**config.mk**
```make
export PLATFORM = sky130hd
export DESIGN_NAME = cpdb_channel
export DESIGN_NICKNAME = d
export VERILOG_FILES = /design/src/design/cpdb_pkg.sv /design/src/design/cpdb_channel.sv
export SDC_FILE = /design/constraint.sdc
export NUM_CORES = 1
export LEC_CHECK = 0
export ABC_AREA = 1
export BUFFER_PORTS_ARGS = -buffer_cell sky130_fd_sc_hd__buf_2
export CORE_UTILIZATION = 40
export CTS_BUF_LIST = sky130_fd_sc_hd__clkbuf_16
export DETAILED_ROUTE_END_ITERATION = 16
export HOLD_SLACK_MARGIN = 0.1
export PLACE_DENSITY_LB_ADDON = 0.2
export SYNTH_ARGS = -nofsm -noshare
export SYNTH_HDL_FRONTEND = slang
export SYNTH_SLANG_ARGS = --single-unit
```
**constraint.sdc**
```tcl
create_clock -name REF_CLK_I -period 2.6 [get_ports REF_CLK_I]
set_clock_uncertainty 0.05 [all_clocks]
set_input_delay 0.39 -clock REF_CLK_I [delete_from_list [all_inputs] [get_ports REF_CLK_I]]
set_output_delay 0.39 -clock REF_CLK_I [all_outputs]
set_load 0.005 [all_outputs]
```
**src/design/cpdb_pkg.sv**
```systemverilog
// package: register map, field layout and types of the cpu port dma channel
package cpdb_pkg;
    // register word indices (printed offsets are not word multiples: byte address is index * 4)
    localparam logic [7:0] CPDB_IDX_CONFIG = 8'h81;
    localparam logic [7:0] CPDB_IDX_CONTROL = 8'h82;
    localparam logic [7:0] CPDB_IDX_LEVEL_H = 8'h84;
    localparam logic [7:0] CPDB_IDX_LEVEL_L = 8'h85;
    localparam logic [7:0] CPDB_IDX_COUNT_B3 = 8'h88;
    localparam logic [7:0] CPDB_IDX_COUNT_B2 = 8'h89;
    localparam logic [7:0] CPDB_IDX_COUNT_B1 = 8'h8A;
    localparam logic [7:0] CPDB_IDX_COUNT_B0 = 8'h8B;
    localparam logic [7:0] CPDB_IDX_RD_PORT0 = 8'h8C;
    localparam logic [7:0] CPDB_IDX_RD_PORT1 = 8'h8D;
    localparam logic [7:0] CPDB_IDX_WR_PORT0 = 8'h8E;
    localparam logic [7:0] CPDB_IDX_WR_PORT1 = 8'h8F;
    // registers of our own: event status and fifo attach
    localparam logic [7:0] CPDB_IDX_EVENT = 8'hA0;
    localparam logic [7:0] CPDB_IDX_ATTACH = 8'hA1;
    // control field positions
    localparam int CPDB_CTL_ACTIVE = 7;
    localparam int CPDB_CTL_CLEAR = 4;
    localparam int CPDB_CTL_DIR = 3;
    localparam int CPDB_CTL_HALT = 1;
    localparam int CPDB_CTL_LAUNCH = 0;
    // config field positions
    localparam int CPDB_CFG_FREE = 7;
    localparam int CPDB_CFG_ACKSTYLE = 6;
    localparam int CPDB_CFG_ENABLE = 3;
    // event status field positions
    localparam int CPDB_EVT_DONE = 0;
    localparam int CPDB_EVT_WRAP = 1;
    // reset values
    localparam logic [7:0] CPDB_RST_BYTE = 8'h00;
    localparam logic [31:0] CPDB_RST_COUNT = 32'h0000_0000;
    // widths and burst sizes
    localparam int CPDB_LEVEL_W = 13;
    localparam logic [12:0] CPDB_BURST16 = 13'h0010;
    localparam logic [12:0] CPDB_BURST32 = 13'h0020;
    localparam logic [12:0] CPDB_BURST64 = 13'h0040;
    localparam logic [12:0] CPDB_ONE_LEVEL = 13'h0001;
    localparam logic [31:0] CPDB_ONE_COUNT = 32'h0000_0001;

    // ahb address phase capture
    typedef struct packed {
        logic valid;
        logic write;
        logic [7:0] index;
    } cpdb_aphase_t;

    // byte stream toward/from the attached fifo
    typedef struct packed {
        logic valid;
        logic [7:0] data;
    } cpdb_byte_t;

    typedef enum logic [1:0] {
        CPDB_IDLE = 2'b01,
        CPDB_RUN = 2'b10
    } cpdb_state_t;
endpackage

```
**src/design/cpdb_channel.sv**
```systemverilog
// cpu port dma channel: control/status, fifo level, byte counter, data ports
//
// The AHB-Lite register port is this design's own decision.
`timescale 1ns/1ps

// Operation
// - active flag high exactly while transferring
// - fifo attach locked while active
// - count clear zeroes counter unless active
// - direction bit picks write or read
// - halt ends transfer, sets completion
// - launch one starts, zero ignored
// - read direction: level shows data remaining
// - write direction: level shows free space
// - count mode counts down, ends at zero
// - free-run mode counts up from value
// - wrap sets wrap flag, keeps counting
// - port reads pop fifo data
// - port writes push fifo data
// - ack style: strobe or port access
// - free counting selects count mode
// - channel enable gates channel access
// - request only at burst or remainder
module cpdb_channel
    import cpdb_pkg::*;
(
    input wire logic REF_CLK_I,
    input wire logic RST_I,
    input wire logic HSEL_I,
    input wire logic [31:0] HADDR_I,
    input wire logic [1:0] HTRANS_I,
    input wire logic HWRITE_I,
    input wire logic [2:0] HSIZE_I,
    input wire logic [31:0] HWDATA_I,
    input wire logic HREADY_I,
    output logic [31:0] HRDATA_O,
    output logic HREADYOUT_O,
    output logic HRESP_O,
    input wire logic TRANSFER_ACK_N_I,
    output logic TRANSFER_REQUEST_N_O,
    input wire logic [12:0] FIFO_DATA_AVAIL_I,
    input wire logic [12:0] FIFO_SPACE_AVAIL_I,
    input wire logic [7:0] FIFO_RD_DATA_I,
    output logic FIFO_RD_POP_O,
    output logic [7:0] FIFO_WR_DATA_O,
    output logic FIFO_WR_PUSH_O,
    output logic [7:0] FIFO_ATTACH_O,
    output logic [7:0] ACK_RD_DATA_O,
    input wire logic [7:0] ACK_WR_DATA_I
);
    // ------------------------------------------------------------
    // declarations
    // ------------------------------------------------------------
    cpdb_aphase_t aph_r;
    cpdb_state_t state_r;
    logic [7:0] cfg_r;
    logic dir_r;
    logic [7:0] attach_r;
    logic [31:0] count_r;
    logic [31:0] count_nxt;
    logic done_flag_r;
    logic wrap_flag_r;
    logic ack_meta_r;
    logic ack_sync_r;
    logic ack_prev_r;
    logic [7:0] rd_data_r;
    cpdb_byte_t push_r;
    logic pop_r;
    logic active;
    logic wr_en;
    logic rd_en;
    logic [7:0] wbyte;
    logic launch_wr;
    logic halt_wr;
    logic clear_wr;
    logic ack_edge;
    logic port_xfer;
    logic byte_move;
    logic last_byte;
    logic wrap;
    logic [12:0] level;
    logic [12:0] burst;
    logic [12:0] need;
    logic [31:0] rdata;

    assign active = (state_r == CPDB_RUN);

    // ------------------------------------------------------------
    // ahb-lite slave: zero wait states, always okay
    // ------------------------------------------------------------
    // capture address phase
    always_ff @(posedge REF_CLK_I) begin
        if (RST_I) begin
            aph_r <= '0;
        end else if (HREADY_I) begin
            aph_r.valid <= HSEL_I && HTRANS_I[1];
            aph_r.write <= HWRITE_I;
            aph_r.index <= HADDR_I[9:2];
        end
    end

    assign HREADYOUT_O = 1'b1;
    assign HRESP_O = 1'b0;
    assign wr_en = aph_r.valid && aph_r.write;
    assign rd_en = aph_r.valid && !aph_r.write;
    assign wbyte = HWDATA_I[7:0];
    assign HRDATA_O = rdata;

    // control strobes decoded from the data phase
    assign launch_wr = wr_en && (aph_r.index == CPDB_IDX_CONTROL) && wbyte[CPDB_CTL_LAUNCH];
    assign halt_wr = wr_en && (aph_r.index == CPDB_IDX_CONTROL) && wbyte[CPDB_CTL_HALT];
    assign clear_wr = wr_en && (aph_r.index == CPDB_IDX_CONTROL) && wbyte[CPDB_CTL_CLEAR];

    // ------------------------------------------------------------
    // configuration, direction and fifo attach
    // ------------------------------------------------------------
    always_ff @(posedge REF_CLK_I) begin
        if (RST_I) begin
            cfg_r <= CPDB_RST_BYTE;
            dir_r <= 1'b0;
            attach_r <= CPDB_RST_BYTE;
        end else if (wr_en) begin
            if (aph_r.index == CPDB_IDX_CONFIG) begin
                cfg_r <= wbyte & 8'hCB; // reserved bits stay zero
            end else if (aph_r.index == CPDB_IDX_CONTROL) begin
                dir_r <= wbyte[CPDB_CTL_DIR];
            end else if (aph_r.index == CPDB_IDX_ATTACH && !active) begin
                attach_r <= wbyte;
            end
        end
    end
    assign FIFO_ATTACH_O = attach_r;

    // ------------------------------------------------------------
    // acknowledge strobe synchroniser and falling edge
    // ------------------------------------------------------------
    always_ff @(posedge REF_CLK_I) begin
        if (RST_I) begin
            ack_meta_r <= 1'b1;
            ack_sync_r <= 1'b1;
            ack_prev_r <= 1'b1;
        end else begin
            ack_meta_r <= TRANSFER_ACK_N_I;
            ack_sync_r <= ack_meta_r;
            ack_prev_r <= ack_sync_r;
        end
    end
    assign ack_edge = ack_prev_r && !ack_sync_r;

    // ------------------------------------------------------------
    // byte movement: strobe or data-port access
    // ------------------------------------------------------------
    always_comb begin
        port_xfer = 1'b0;
        if (dir_r) begin
            port_xfer = rd_en && (aph_r.index == CPDB_IDX_RD_PORT0
                || aph_r.index == CPDB_IDX_RD_PORT1);
        end else begin
            port_xfer = wr_en && (aph_r.index == CPDB_IDX_WR_PORT0
                || aph_r.index == CPDB_IDX_WR_PORT1);
        end
    end
    assign byte_move = active && cfg_r[CPDB_CFG_ENABLE]
        && (cfg_r[CPDB_CFG_ACKSTYLE] ? port_xfer : ack_edge);
    assign last_byte = !cfg_r[CPDB_CFG_FREE] && (count_r == CPDB_ONE_COUNT);
    assign wrap = cfg_r[CPDB_CFG_FREE] && (count_r == 32'hFFFF_FFFF);

    // fifo push/pop pulses and read data capture
    always_ff @(posedge REF_CLK_I) begin
        if (RST_I) begin
            push_r <= '0;
            pop_r <= 1'b0;
            rd_data_r <= CPDB_RST_BYTE;
        end else begin
            push_r.valid <= byte_move && !dir_r;
            pop_r <= byte_move && dir_r;
            if (byte_move && !dir_r) begin
                push_r.data <= cfg_r[CPDB_CFG_ACKSTYLE] ? wbyte : ACK_WR_DATA_I;
            end
            if (byte_move && dir_r) begin
                rd_data_r <= FIFO_RD_DATA_I;
            end
        end
    end
    assign FIFO_WR_PUSH_O = push_r.valid;
    assign FIFO_WR_DATA_O = push_r.data;
    assign FIFO_RD_POP_O = pop_r;
    assign ACK_RD_DATA_O = rd_data_r;

    // ------------------------------------------------------------
    // transfer state
    // ------------------------------------------------------------
    always_ff @(posedge REF_CLK_I) begin
        if (RST_I) begin
            state_r <= CPDB_IDLE;
        end else begin
            case (state_r)
                CPDB_IDLE: begin
                    if (launch_wr) begin
                        state_r <= CPDB_RUN;
                    end
                end
                CPDB_RUN: begin
                    if (halt_wr || (byte_move && last_byte)) begin
                        state_r <= CPDB_IDLE;
                    end
                end
                default: begin
                    state_r <= CPDB_IDLE;
                end
            endcase
        end
    end

    // ------------------------------------------------------------
    // byte counter
    // ------------------------------------------------------------
    always_comb begin
        count_nxt = count_r;
        if (byte_move) begin
            count_nxt = cfg_r[CPDB_CFG_FREE] ? count_r + CPDB_ONE_COUNT
                : count_r - CPDB_ONE_COUNT;
        end else if (clear_wr && !active) begin
            count_nxt = CPDB_RST_COUNT;
        end else if (wr_en && !active) begin
            if (aph_r.index == CPDB_IDX_COUNT_B3) begin
                count_nxt[31:24] = wbyte;
            end else if (aph_r.index == CPDB_IDX_COUNT_B2) begin
                count_nxt[23:16] = wbyte;
            end else if (aph_r.index == CPDB_IDX_COUNT_B1) begin
                count_nxt[15:8] = wbyte;
            end else if (aph_r.index == CPDB_IDX_COUNT_B0) begin
                count_nxt[7:0] = wbyte;
            end
        end
    end
    always_ff @(posedge REF_CLK_I) begin
        if (RST_I) begin
            count_r <= CPDB_RST_COUNT;
        end else begin
            count_r <= count_nxt;
        end
    end

    // ------------------------------------------------------------
    // event flags: set wins over clear, write one to clear
    // ------------------------------------------------------------
    always_ff @(posedge REF_CLK_I) begin
        if (RST_I) begin
            done_flag_r <= 1'b0;
            wrap_flag_r <= 1'b0;
        end else begin
            if (active && (halt_wr || (byte_move && last_byte))) begin
                done_flag_r <= 1'b1;
            end else if (wr_en && aph_r.index == CPDB_IDX_EVENT && wbyte[CPDB_EVT_DONE]) begin
                done_flag_r <= 1'b0;
            end
            if (byte_move && wrap) begin
                wrap_flag_r <= 1'b1;
            end else if (wr_en && aph_r.index == CPDB_IDX_EVENT && wbyte[CPDB_EVT_WRAP]) begin
                wrap_flag_r <= 1'b0;
            end
        end
    end

    // ------------------------------------------------------------
    // fifo level and request
    // ------------------------------------------------------------
    assign level = dir_r ? FIFO_DATA_AVAIL_I : FIFO_SPACE_AVAIL_I;
    always_comb begin
        case (cfg_r[1:0])
            2'b01: burst = CPDB_BURST16;
            2'b10: burst = CPDB_BURST32;
            2'b11: burst = CPDB_BURST64;
            default: burst = CPDB_ONE_LEVEL;
        endcase
        need = burst;
        if (!cfg_r[CPDB_CFG_FREE] && count_r < {19'h0, burst}) begin
            need = count_r[12:0];
        end
    end

    // request is registered; it drops the cycle after level falls below need
    always_ff @(posedge REF_CLK_I) begin
        if (RST_I) begin
            TRANSFER_REQUEST_N_O <= 1'b1;
        end else begin
            TRANSFER_REQUEST_N_O <= !(active && cfg_r[CPDB_CFG_ENABLE]
                && !cfg_r[CPDB_CFG_ACKSTYLE] && level >= need && need != 13'h0000);
        end
    end

    // ------------------------------------------------------------
    // read mux
    // ------------------------------------------------------------
    always_comb begin
        rdata = 32'h0000_0000;
        if (aph_r.index == CPDB_IDX_CONFIG) begin
            rdata[7:0] = cfg_r;
        end else if (aph_r.index == CPDB_IDX_CONTROL) begin
            rdata[CPDB_CTL_ACTIVE] = active;
            rdata[CPDB_CTL_DIR] = dir_r;
        end else if (aph_r.index == CPDB_IDX_LEVEL_H) begin
            rdata[4:0] = level[12:8];
        end else if (aph_r.index == CPDB_IDX_LEVEL_L) begin
            rdata[7:0] = level[7:0];
        end else if (aph_r.index == CPDB_IDX_COUNT_B3) begin
            rdata[7:0] = count_r[31:24];
        end else if (aph_r.index == CPDB_IDX_COUNT_B2) begin
            rdata[7:0] = count_r[23:16];
        end else if (aph_r.index == CPDB_IDX_COUNT_B1) begin
            rdata[7:0] = count_r[15:8];
        end else if (aph_r.index == CPDB_IDX_COUNT_B0) begin
            rdata[7:0] = count_r[7:0];
        end else if (aph_r.index == CPDB_IDX_RD_PORT0 || aph_r.index == CPDB_IDX_RD_PORT1) begin
            rdata[7:0] = FIFO_RD_DATA_I;
        end else if (aph_r.index == CPDB_IDX_EVENT) begin
            rdata[CPDB_EVT_DONE] = done_flag_r;
            rdata[CPDB_EVT_WRAP] = wrap_flag_r;
        end else if (aph_r.index == CPDB_IDX_ATTACH) begin
            rdata[7:0] = attach_r;
        end
    end

    // ------------------------------------------------------------
    // assertions
    // ------------------------------------------------------------
    chk_launch_starts: assert property (@(posedge REF_CLK_I) disable iff (RST_I)
        (!active && launch_wr) |=> active) else $error("launch did not start");
    chk_halt_ends: assert property (@(posedge REF_CLK_I) disable iff (RST_I)
        (active && halt_wr) |=> (!active && done_flag_r)) else $error("halt failed");
    chk_clear_count: assert property (@(posedge REF_CLK_I) disable iff (RST_I)
        (!active && clear_wr && !byte_move) |=> count_r == 32'h0) else $error("clear failed");
    chk_clear_ignored: assert property (@(posedge REF_CLK_I) disable iff (RST_I)
        (active && clear_wr && !byte_move) |=> $stable(count_r)) else $error("clear not ignored");
    chk_attach_lock: assert property (@(posedge REF_CLK_I) disable iff (RST_I)
        active |=> $stable(attach_r)) else $error("attach changed while active");
    chk_count_down: assert property (@(posedge REF_CLK_I) disable iff (RST_I)
        (byte_move && !cfg_r[CPDB_CFG_FREE]) |=> count_r == $past(count_r) - 32'h1)
        else $error("count down wrong");
    chk_count_up: assert property (@(posedge REF_CLK_I) disable iff (RST_I)
        (byte_move && cfg_r[CPDB_CFG_FREE]) |=> count_r == $past(count_r) + 32'h1)
        else $error("count up wrong");
    chk_final_byte: assert property (@(posedge REF_CLK_I) disable iff (RST_I)
        (byte_move && last_byte) |=> (!active && done_flag_r)) else $error("no completion");
    chk_wrap_flag: assert property (@(posedge REF_CLK_I) disable iff (RST_I)
        (byte_move && wrap) |=> (wrap_flag_r && count_r == 32'h0)) else $error("wrap lost");
    chk_request_idle: assert property (@(posedge REF_CLK_I) disable iff (RST_I)
        (!active) |=> ##1 (TRANSFER_REQUEST_N_O || active)) else $error("request while idle");
    // guards on wrap, strobe, port and request paths
    chk_wrap_continues: assert property (@(posedge REF_CLK_I) disable iff (RST_I)
        (byte_move && wrap) |=> active) else $error("wrap stopped transfer");
    chk_request_below: assert property (@(posedge REF_CLK_I) disable iff (RST_I)
        (level < need) |=> TRANSFER_REQUEST_N_O) else $error("request below threshold");
    chk_strobe_push: assert property (@(posedge REF_CLK_I) disable iff (RST_I)
        (active && cfg_r[CPDB_CFG_ENABLE] && !cfg_r[CPDB_CFG_ACKSTYLE] && ack_edge && !dir_r)
        |=> FIFO_WR_PUSH_O) else $error("strobe byte not pushed");
    chk_port_pop: assert property (@(posedge REF_CLK_I) disable iff (RST_I)
        (active && cfg_r[CPDB_CFG_ENABLE] && cfg_r[CPDB_CFG_ACKSTYLE] && dir_r && rd_en
        && aph_r.index == CPDB_IDX_RD_PORT0) |=> FIFO_RD_POP_O) else $error("port read no pop");

    // cover points for the main scenarios
    cov_halt: cover property (@(posedge REF_CLK_I) active && halt_wr);
    cov_strobe_byte: cover property (@(posedge REF_CLK_I) ack_edge && byte_move);
    cov_port_read: cover property (@(posedge REF_CLK_I) byte_move && dir_r);
    cov_final: cover property (@(posedge REF_CLK_I) byte_move && last_byte);
    cov_wrap: cover property (@(posedge REF_CLK_I) byte_move && wrap);
endmodule // cpdb_channel

```
Yosys cells after proc, flatten, opt, wreduce, memory -nomap -nowiden
Cells that the tools add are included.
- output and inout bits: 61
- bits in registers: 82
- memories: 0
- input port bits: 117
- bits in read-only memories: 0
- latch bits: 0
- bits in writable memories: 0
- reductions and logical operators: 55
- equal/unequal tests: 26
- mux-type cells: 40
- order comparisons: 2
- bitwise logic cells: 2
- $add $sub $neg: 2
- multiply operators: 0
- div/mod/pow operators: 0
- shift-type cells: 0
- operators with widths (kind ; count):
    32-bit two-way mux ; 4
    8-bit == test (second input constant) ; 14
    8-bit two-way mux ; 14
    32-bit by 1-bit adder with 32-bit output (second input constant) ; 1
    32-bit by 1-bit == test with 1-bit output (second input constant) ; 1
    32-bit == test (second input constant) ; 1
    32-bit by 13-bit less-than comparator with 1-bit output ; 1
    32-bit by 1-bit subtractor with 32-bit output (second input constant) ; 1
    1-bit logical AND ; 29
    13-bit two-way mux ; 2
    24-bit two-way mux ; 1
    7-bit case mux with 3 select lines ; 1
    16-bit two-way mux ; 1
    3-bit nonzero test ; 5
    13-bit greater-or-equal comparator ; 1
    13-bit nonzero test ; 1
    3-bit two-way mux ; 3
    3-bit inequality test (second input constant) ; 3
    1-bit two-way mux ; 8
    4-bit AND reduction ; 2
    1-bit logical NOT ; 7
    2-bit == test (second input constant) ; 3
    2-bit two-way mux ; 3
    6-bit two-way mux ; 1
    11 further kinds ; 19

Depth between registers and ports, before layout
Gate-level depths: netlist of run 1.
- depth after elaboration: 12
- gate-level depth with buffers: 20
- depth with buffers taken out: 20

Worst setup path after synthesis of run 1
Ideal clock, no wire load.
- kind: reg-to-reg
- from: register cfg_r[1]
- to: register TRANSFER_REQUEST_N_O
- required time: 2488 ps
- cell stages (with the launch flop): 18
- library setup time: 62 ps
- arrival time: 2375 ps
- slack: 113 ps
- path through: dfxtp_1 > nand2_1 > ha_1 > or2_2 > a21oi_1 > nand2_1 > nor2_1 > nand3_1 > inv_1 > nand2_1 > ha_1 > a21oi_1 > o21ai_0 > a21oi_1 > nor2_1 > o21ai_0 > nand3_1 > nand3_1
- longest elaborated chain between the ends: 9
- elaborated cells on any way between the ends: 12
- classes of those cells: order compare (2); eq/ne (3); mux (2); reduce/logical (5)
- RTL lines (item ; line ; RTL):
    start, declared ; cpdb_channel.sv:56 ; logic [7:0] cfg_r;
    start signal, assigned ; cpdb_channel.sv:124 ; cfg_r <= wbyte & 8'hCB;
    2-bit == test or 2-bit by 1-bit == test with 1-bit output (tied branches) ; cpdb_channel.sv:271 ; case (cfg_r[1:0])
    7-bit case mux with 3 select lines (*) ; cpdb_channel.sv:271 ;
    32-bit by 13-bit less-than comparator with 1-bit output ; cpdb_channel.sv:278 ; if (!cfg_r[CPDB_CFG_FREE] && count_r < {19'h0, burst}) begin
    1-bit logical AND ; cpdb_channel.sv:278 ;
    13-bit two-way mux (*) ; cpdb_channel.sv:278 ;
    13-bit greater-or-equal comparator ; cpdb_channel.sv:289 ; && !cfg_r[CPDB_CFG_ACKSTYLE] && level >= need && need != 13'h0000);
    1-bit logical AND ; cpdb_channel.sv:289 ;
    1-bit logical AND (*) ; cpdb_channel.sv:289 ;
    1-bit logical NOT (*) ; cpdb_channel.sv:288 ; TRANSFER_REQUEST_N_O <= !(active && cfg_r[CPDB_CFG_ENABLE]
    end signal, assigned ; cpdb_channel.sv:288 ;
    end, declared ; cpdb_channel.sv:40 ; output logic TRANSFER_REQUEST_N_O,
Mark *: on every way between the ends. The rest lies on a longest branch, timed or not.
A chain may end at the register's enable or synchronous reset.

Worst setup path after layout of run 1
Same ends and word-level chain as after synthesis.

==> impl_metrics.toml, run 1 <==
[setup_path]
crit_required_ns = 2.78
crit_arrival_ns = 2.68
cp_num_buf_inv = 1
cp_num_cells = 17
slowest_stage = "dfxtp_4"
cp_top_family = "simple AND/OR/NAND/NOR gates"
reg2reg_depth = 17
crit_path_end_kind = "register"
critical-path-max-stage-delay_ns = 0.37
critical_path.startpoint_type = "register"
criticalPathCategory = "register to register"
worstPathMaxFanout = 5
path_cells = "nand2_2 > ha_1 > or2_2 > a21oi_2 > nand2_1 > nor2_2 > nand3_2 > buf_6 > nand2_1 > nand2_2 > ha_1 > o21ai_0 > a21oi_1 > nor2_1 > o21ai_1 > nand3_1 > nand3_1"

[final_layout]
fin_nets = 1476
ff_latch_area_mm2 = 0.001653
num_antenna_cells = 0
fillers = 1843
drive_above_1_share = 0.2009
final_cell_mix = "nand2_1, nor2_1, buf_2, inv_1, o21ai_0"
syn2layout_area_growth_pct = 21.25
final_common_cell = "nand2_1"
stdcell_area_mm2 = 0.008339
multi_input_area_mm2 = 0.004693

[place]
pre_cts_slack_ns = -0.05345
hpwl_mm = 21.06
io_buffers = 99
gp_congestion = 1.011
placed_area_mm2 = 0.007869

[route]
vias = 8180
drt-total-wl_mm = 26.60
ant_nets = 0
drt-initial-drc-count = 771
vias_per_cell = 5.230
drc = 0
drtPass1Iterations = 5
wl_per_cell_um = 17.01

[clock_tree]
clk_latency_ns = 0.35
cts_buffers = 9
clk_pin_slew_ns = 0.07
clk_path_buf_depth = 2
clock_sinks = 82
cts_max_level = 3
cts-root-buf = "clkbuf_16"
cts_tree = "built"

[floorplan]
start_util = 0.4118
pin_count = 178
core_mm2 = 0.01670
die_x_um = 133.1
dieHeight_um = 133.1
rows = 47
die-area_mm2 = 0.01772

[pwr]
ir_drop_v = 0.0004022
p_total_mw = 2.814
p_leak_nw = 4.104
power_density_mw_per_mm2 = 337.5

[grt]
grt_usage = 0.3061
grt_pass1_wl_mm = 41.90
grt_overflow_total = 0
grt_antenna_before_repair = 0
grt_max_degree = 31
grt_pass1_vias = 7640

[timing]
setup_violations = 0
rsz0062_at_grt = "yes"
fin_crit_ns = 2.506
finalSetupTns_ns = 0
fin_crit_sh = 0.9637
relSlewSlack = 0.5921
drv_slew = 0
tightest_slew_ns = 0.6072
holdWs_ns = 0.1662
fin_ws_ns = 0.09435
max_freq_mhz = 399.1
finalHoldViolCount = 0

[outcome]
status = "finished clean"

[synth]
ys_seq_area_frac = 0.2387
synthCells = 1199
ys_seq_elements = 82
syn_area_mm2 = 0.006878
syn_avg_cell_area_um2 = 5.736
yosysUniqueCellTypes = 41
yosys_warnings = 0

[flow_run]
maxCapViolCount = 0

[hold_path]
holdCritPathClass = "input port to register"
holdPathStages = 2
==> kinds of logic (layout without fill, tap and decap cells) <==
| family | after synthesis | after routing | share of synthesized area |
|---|---|---|---|
| other cells | 2 | 32 | 0.001092 |
| compound gates | 194 | 194 | 0.1504 |
| mux | 1 | 1 | 0.001455 |
| flops | 82 | 82 | 0.2387 |
| xor+xnor | 20 | 20 | 0.02547 |
| simple gates | 700 | 700 | 0.4308 |
| fa+ha+maj | 19 | 19 | 0.03456 |
| buf+inv | 181 | 296 | 0.1175 |
==> cell usage after synthesis, drive strengths merged <==
| master | number | area, um^2 |
|---|---|---|
| nand2 | 369 | 1395 |
| nor2 | 182 | 720.7 |
| inv | 112 | 420.4 |
| o21ai | 99 | 499.2 |
| nand3 | 89 | 465.5 |
| dfxtp | 82 | 1642 |
| a21oi | 75 | 379.1 |
| buf | 43 | 287.8 |
| clkbuf | 24 | 92.59 |
| nand4 | 23 | 150.1 |
| nor3 | 20 | 121.4 |
| xor2 | 20 | 175.2 |
| ha | 19 | 237.7 |
| or2 | 12 | 75.07 |
| o2111ai | 8 | 70.07 |
| o22ai | 4 | 25.02 |
| nand3b | 3 | 22.52 |
| o21a | 3 | 22.52 |
| clkinv | 2 | 7.510 |
| conb | 2 | 7.510 |
| nor4 | 2 | 12.51 |
| o211ai | 2 | 15.01 |
| o31ai | 2 | 15.01 |
| mux2i | 1 | 10.01 |
| o2bb2ai | 1 | 8.760 |
==> registers in the layout (all words and copies together) (netlist names), 2 cells and up <==
| name | cells |
|---|---|
| FIFO_WR_DATA_O | 8 |
| FIFO_ATTACH_O | 8 |
| count_r | 32 |
| state_r | 2 |
| aph_r | 10 |
| ACK_RD_DATA_O | 8 |
| cfg_r | 5 |
==> stage by stage <==
stage | utilization | std cells
2_1_floorplan | - | 1229
3_3_place_gp | 0.4712 | 1546
3_5_place_dp | 0.4712 | 1546
4_1_cts | 0.4885 | 1561
5_1_grt | 0.4993 | 1564
6_report | 0.4993 | 1564
==> path summary, 6_finish.rpt <==
check,start,end,slack [ns]
hold reg to reg,ack_meta_r,ack_sync_r,0.36
setup reg to reg,cfg_r[1],TRANSFER_REQUEST_N_O,0.09
hold / removal,TRANSFER_ACK_N_I,ack_meta_r,0.17
setup / recovery,cfg_r[1],TRANSFER_REQUEST_N_O,0.09
==> final cells by class <==
class | count | share of cell area
timing repair buffer | 167 | 0.1211
clock inverter | 6 | 0.006001
sequential | 82 | 0.1982
multi-input combinational | 966 | 0.5628
tap | 220 | 0.03301
inverter | 114 | 0.05191
clock buffer | 9 | 0.02701
==> routing by layer <==
layer	vias to the layer above	track usage	routed length [um]
li1	4098	-	-
met4	0	0.1029	915
met3	54	0.04909	2352
met5	-	0	0
met2	392	0.4846	11700
met1	3636	0.4222	11630
==> repair_timing <==
item                                    in CTS  in global routing
setup buffers                                0                  3
pin swaps                                    0                 12
endpoints found under the setup margin       5                  9
resized for setup                            7                 48
hold buffers                                 0                  0
==> where the power goes <==
| part | leakage (nW) | total [mW] | switching, mW | internal, mW |
|---|---|---|---|---|
| clock | 0.129 | 1.25 | 0.593 | 0.653 |
| combinational | 3.31 | 0.291 | 0.188 | 0.104 |
| sequential | 0.666 | 1.28 | 0.0104 | 1.27 |
| total | 4.10 | 2.81 | 0.791 | 2.02 |
Note: power is estimated with default switching activity, not from simulation.
==> inputs of run 2 (changes only) <==
- BUFFER_PORTS_ARGS: -buffer_cell sky130_fd_sc_hd__buf_2 -> not set
- DONT_BUFFER_PORTS: not set -> 1
==> run 2 against run 1 <==
  * Clock power grew 9%
  * Clock-buffer cell count is the same
  * Via count fell by 3.8%
  * Sequential share of layout area up 1.1 points
  * Wire length fell by 0.95%
  * Utilization shrank 2.8 points
  * Setup slack worse by 0.054 ns
  * Global-route usage fell by 0.70 points
  * Worst hold slack got worse by 0.039 ns
  * Flip-flop and latch count unchanged
  * Critical path type unchanged
  * Largest cell class unchanged
==> impl_metrics.toml, run 2 (synthesis results as in run 1) <==
[floorplan]
pin_count = 178
die_x_um = 133.1
start_util = 0.4118
dieHeight_um = 133.1
rows = 47
die-area_mm2 = 0.01772
core_mm2 = 0.01670

[route]
drc = 0
drt-initial-drc-count = 610
wl_per_cell_um = 17.90
wl_met3_mm = 2.225
ant_nets = 0
vias = 7868
top_layer_used = "met4"
drt-total-wl_mm = 26.35
drt-met1-wl_mm = 11.72
drtPass1Iterations = 5
route.met2.wl_mm = 11.51
vias_per_cell = 5.345

[setup_path]
crit_arrival_ns = 2.74
r2r_slack_ns = 0.04
reg2reg_depth = 20
crit_start = "cfg_r[0]"
r2r-end = "TRANSFER_REQUEST_N_O"
cp_num_cells = 20
slowest_stage = "dfxtp_2"
critical_path.startpoint_type = "register"
path_cells = "inv_2 > nor2_2 > inv_1 > ha_2 > nand2_1 > nor2_1 > nand2_1 > nand2_1 > nor2_2 > nand3_2 > buf_6 > nand2_1 > nand2_1 > inv_1 > ha_4 > a21oi_2 > o21ai_0 > a21oi_1 > nand3_1 > nand3_1"
cp-endpoint = "TRANSFER_REQUEST_N_O"
crit_path_end_kind = "register"
cp_num_buf_inv = 4
critPathMostFrequentCell = "nand2_1"
critical-path-max-stage-delay_ns = 0.37
cp_top_family = "simple AND/OR/NAND/NOR gates"
crit_required_ns = 2.78
worstPathMaxFanout = 5
r2r-start = "cfg_r[0]"
criticalPathCategory = "register to register"

[outcome]
status = "finished clean"

[final_layout]
final_util = 0.4709
drive_above_1_share = 0.1270
stdcell_area_mm2 = 0.007864
final_common_cell = "nand2_1"
fin_nets = 1383
largest_reg_flops = 32
syn2layout_area_growth_pct = 14.34
final_cell_mix = "nand2_1, nor2_1, inv_1, o21ai_0, nand3_1"
largest_registers = "count_r: 32 flops, aph_r: 10 flops"
largest_register = "count_r"
fillers = 1884
num_antenna_cells = 0

[grt]
grt_pass1_wl_mm = 40.59
grt_usage = 0.2991
grt_pass1_vias = 7405
grt_overflow_total = 0
grt_antenna_before_repair = 0
grt_max_degree = 36

[place]
gp_congestion = 0.9981
placed_area_mm2 = 0.007411
hpwl_mm = 20.98
io_buffers = 0
pre_cts_slack_ns = -0.04495

[clock_tree]
clock_sinks = 82
clk_path_buf_depth = 2
clk_latency_ns = 0.36
cts-root-buf = "clkbuf_16"
cts_max_level = 3
clk_pin_slew_ns = 0.07
cts_buffers = 9
cts_tree = "built"

[timing]
fin_crit_ns = 2.560
relSlewSlack = 0.4696
fin_crit_sh = 0.9846
tightest_slew_ns = 0.7930
drv_slew = 0
setup_violations = 0
holdWs_ns = 0.1267
rsz0062_at_grt = "yes"
finalHoldViolCount = 0
fin_ws_ns = 0.04001
max_freq_mhz = 390.6

[hold_path]
holdCritPathClass = "input port to register"

[pwr]
p_comb_frac = 0.075
p_leak_nw = 3.673
seq_power_share = 0.449
p_total_mw = 2.850
p_sw_frac = 0.2663
clkPwrFrac = 0.477
p_sw_mw = 0.7590
intPower_mw = 2.091
ir_drop_v = 0.0003951
power_density_mw_per_mm2 = 362.4

[flow_run]
maxCapViolCount = 0
## run 2: layout make-up
type | instances | area [um^2] | share of cell area
sequential | 82 | 1648 | 0.2095
clock buffer | 9 | 225.2 | 0.02864
multi-input combinational | 966 | 4643 | 0.5905
inverter | 114 | 429.2 | 0.05457
clock inverter | 7 | 78.83 | 0.01002
tap | 220 | 275.3 | 0.03500
timing repair buffer | 74 | 564.3 | 0.07176
## run 2: worst register-to-register path, stage by stage, from the launching register on
cell and delay [ns]:
dfxtp_2 0.37, inv_2 0.06, nor2_2 0.12, inv_1 0.05, ha_2 0.31, nand2_1 0.05, nor2_1 0.11, nand2_1 0.08
nand2_1 0.07, nor2_2 0.05, nand3_2 0.09, buf_6 0.11, nand2_1 0.04, nand2_1 0.08, inv_1 0.07, ha_4 0.28
a21oi_2 0.05, o21ai_0 0.16, a21oi_1 0.10, nand3_1 0.10, nand3_1 0.06
## run 2: power by group through the flow
stage	registers, mW	logic, mW	clock network, mW
2_1_floorplan	1.31	0.175	0
3_3_place_gp	1.31	0.191	0
3_5_place_dp	1.31	0.192	0
4_1_cts	1.28	0.200	1.36
5_1_grt	1.28	0.238	1.41
6_report	1.28	0.213	1.36
## run 2: through the flow
step,instances,TNS [ns]
floorplan,1229,0
global placement,1452,-0.02546
detailed placement,1452,-0.04495
CTS,1470,0
global route,1472,-0.1404
finish,1472,0
## run 2: how the worst min path moves through the flow
| stage | cells past startpoint | endpoint | slack [ns] | from |
|---|---|---|---|---|
| global placement | 1 | ack_sync_r | 0.34 | ack_meta_r |
| CTS | 2 | ACK_RD_DATA_O[6] | 0.13 | FIFO_RD_DATA_I[6] |
| detailed placement | 1 | ack_sync_r | 0.37 | ack_meta_r |
| finish | 2 | ACK_RD_DATA_O[6] | 0.13 | FIFO_RD_DATA_I[6] |
| floorplan | 1 | ack_sync_r | 0.34 | ack_meta_r |
| global route | 2 | ACK_RD_DATA_O[3] | 0.13 | FIFO_RD_DATA_I[3] |
## run 2: layer usage
layer	global-route usage	vias up
met5	0	-
met4	0.1231	0
met3	0.08143	51
met2	0.4607	323
met1	0.3937	3581
li1	-	3913
## run 2: timing repair
| item | in CTS | in global routing |
|---|---|---|
| setup buffers | 0 | 2 |
| pin swaps | 0 | 17 |
| hold endpoints to repair | 20 | 0 |
| resized for setup | 5 | 30 |
| setup endpoints to repair | 6 | 9 |
| hold buffers | 2 | 0 |
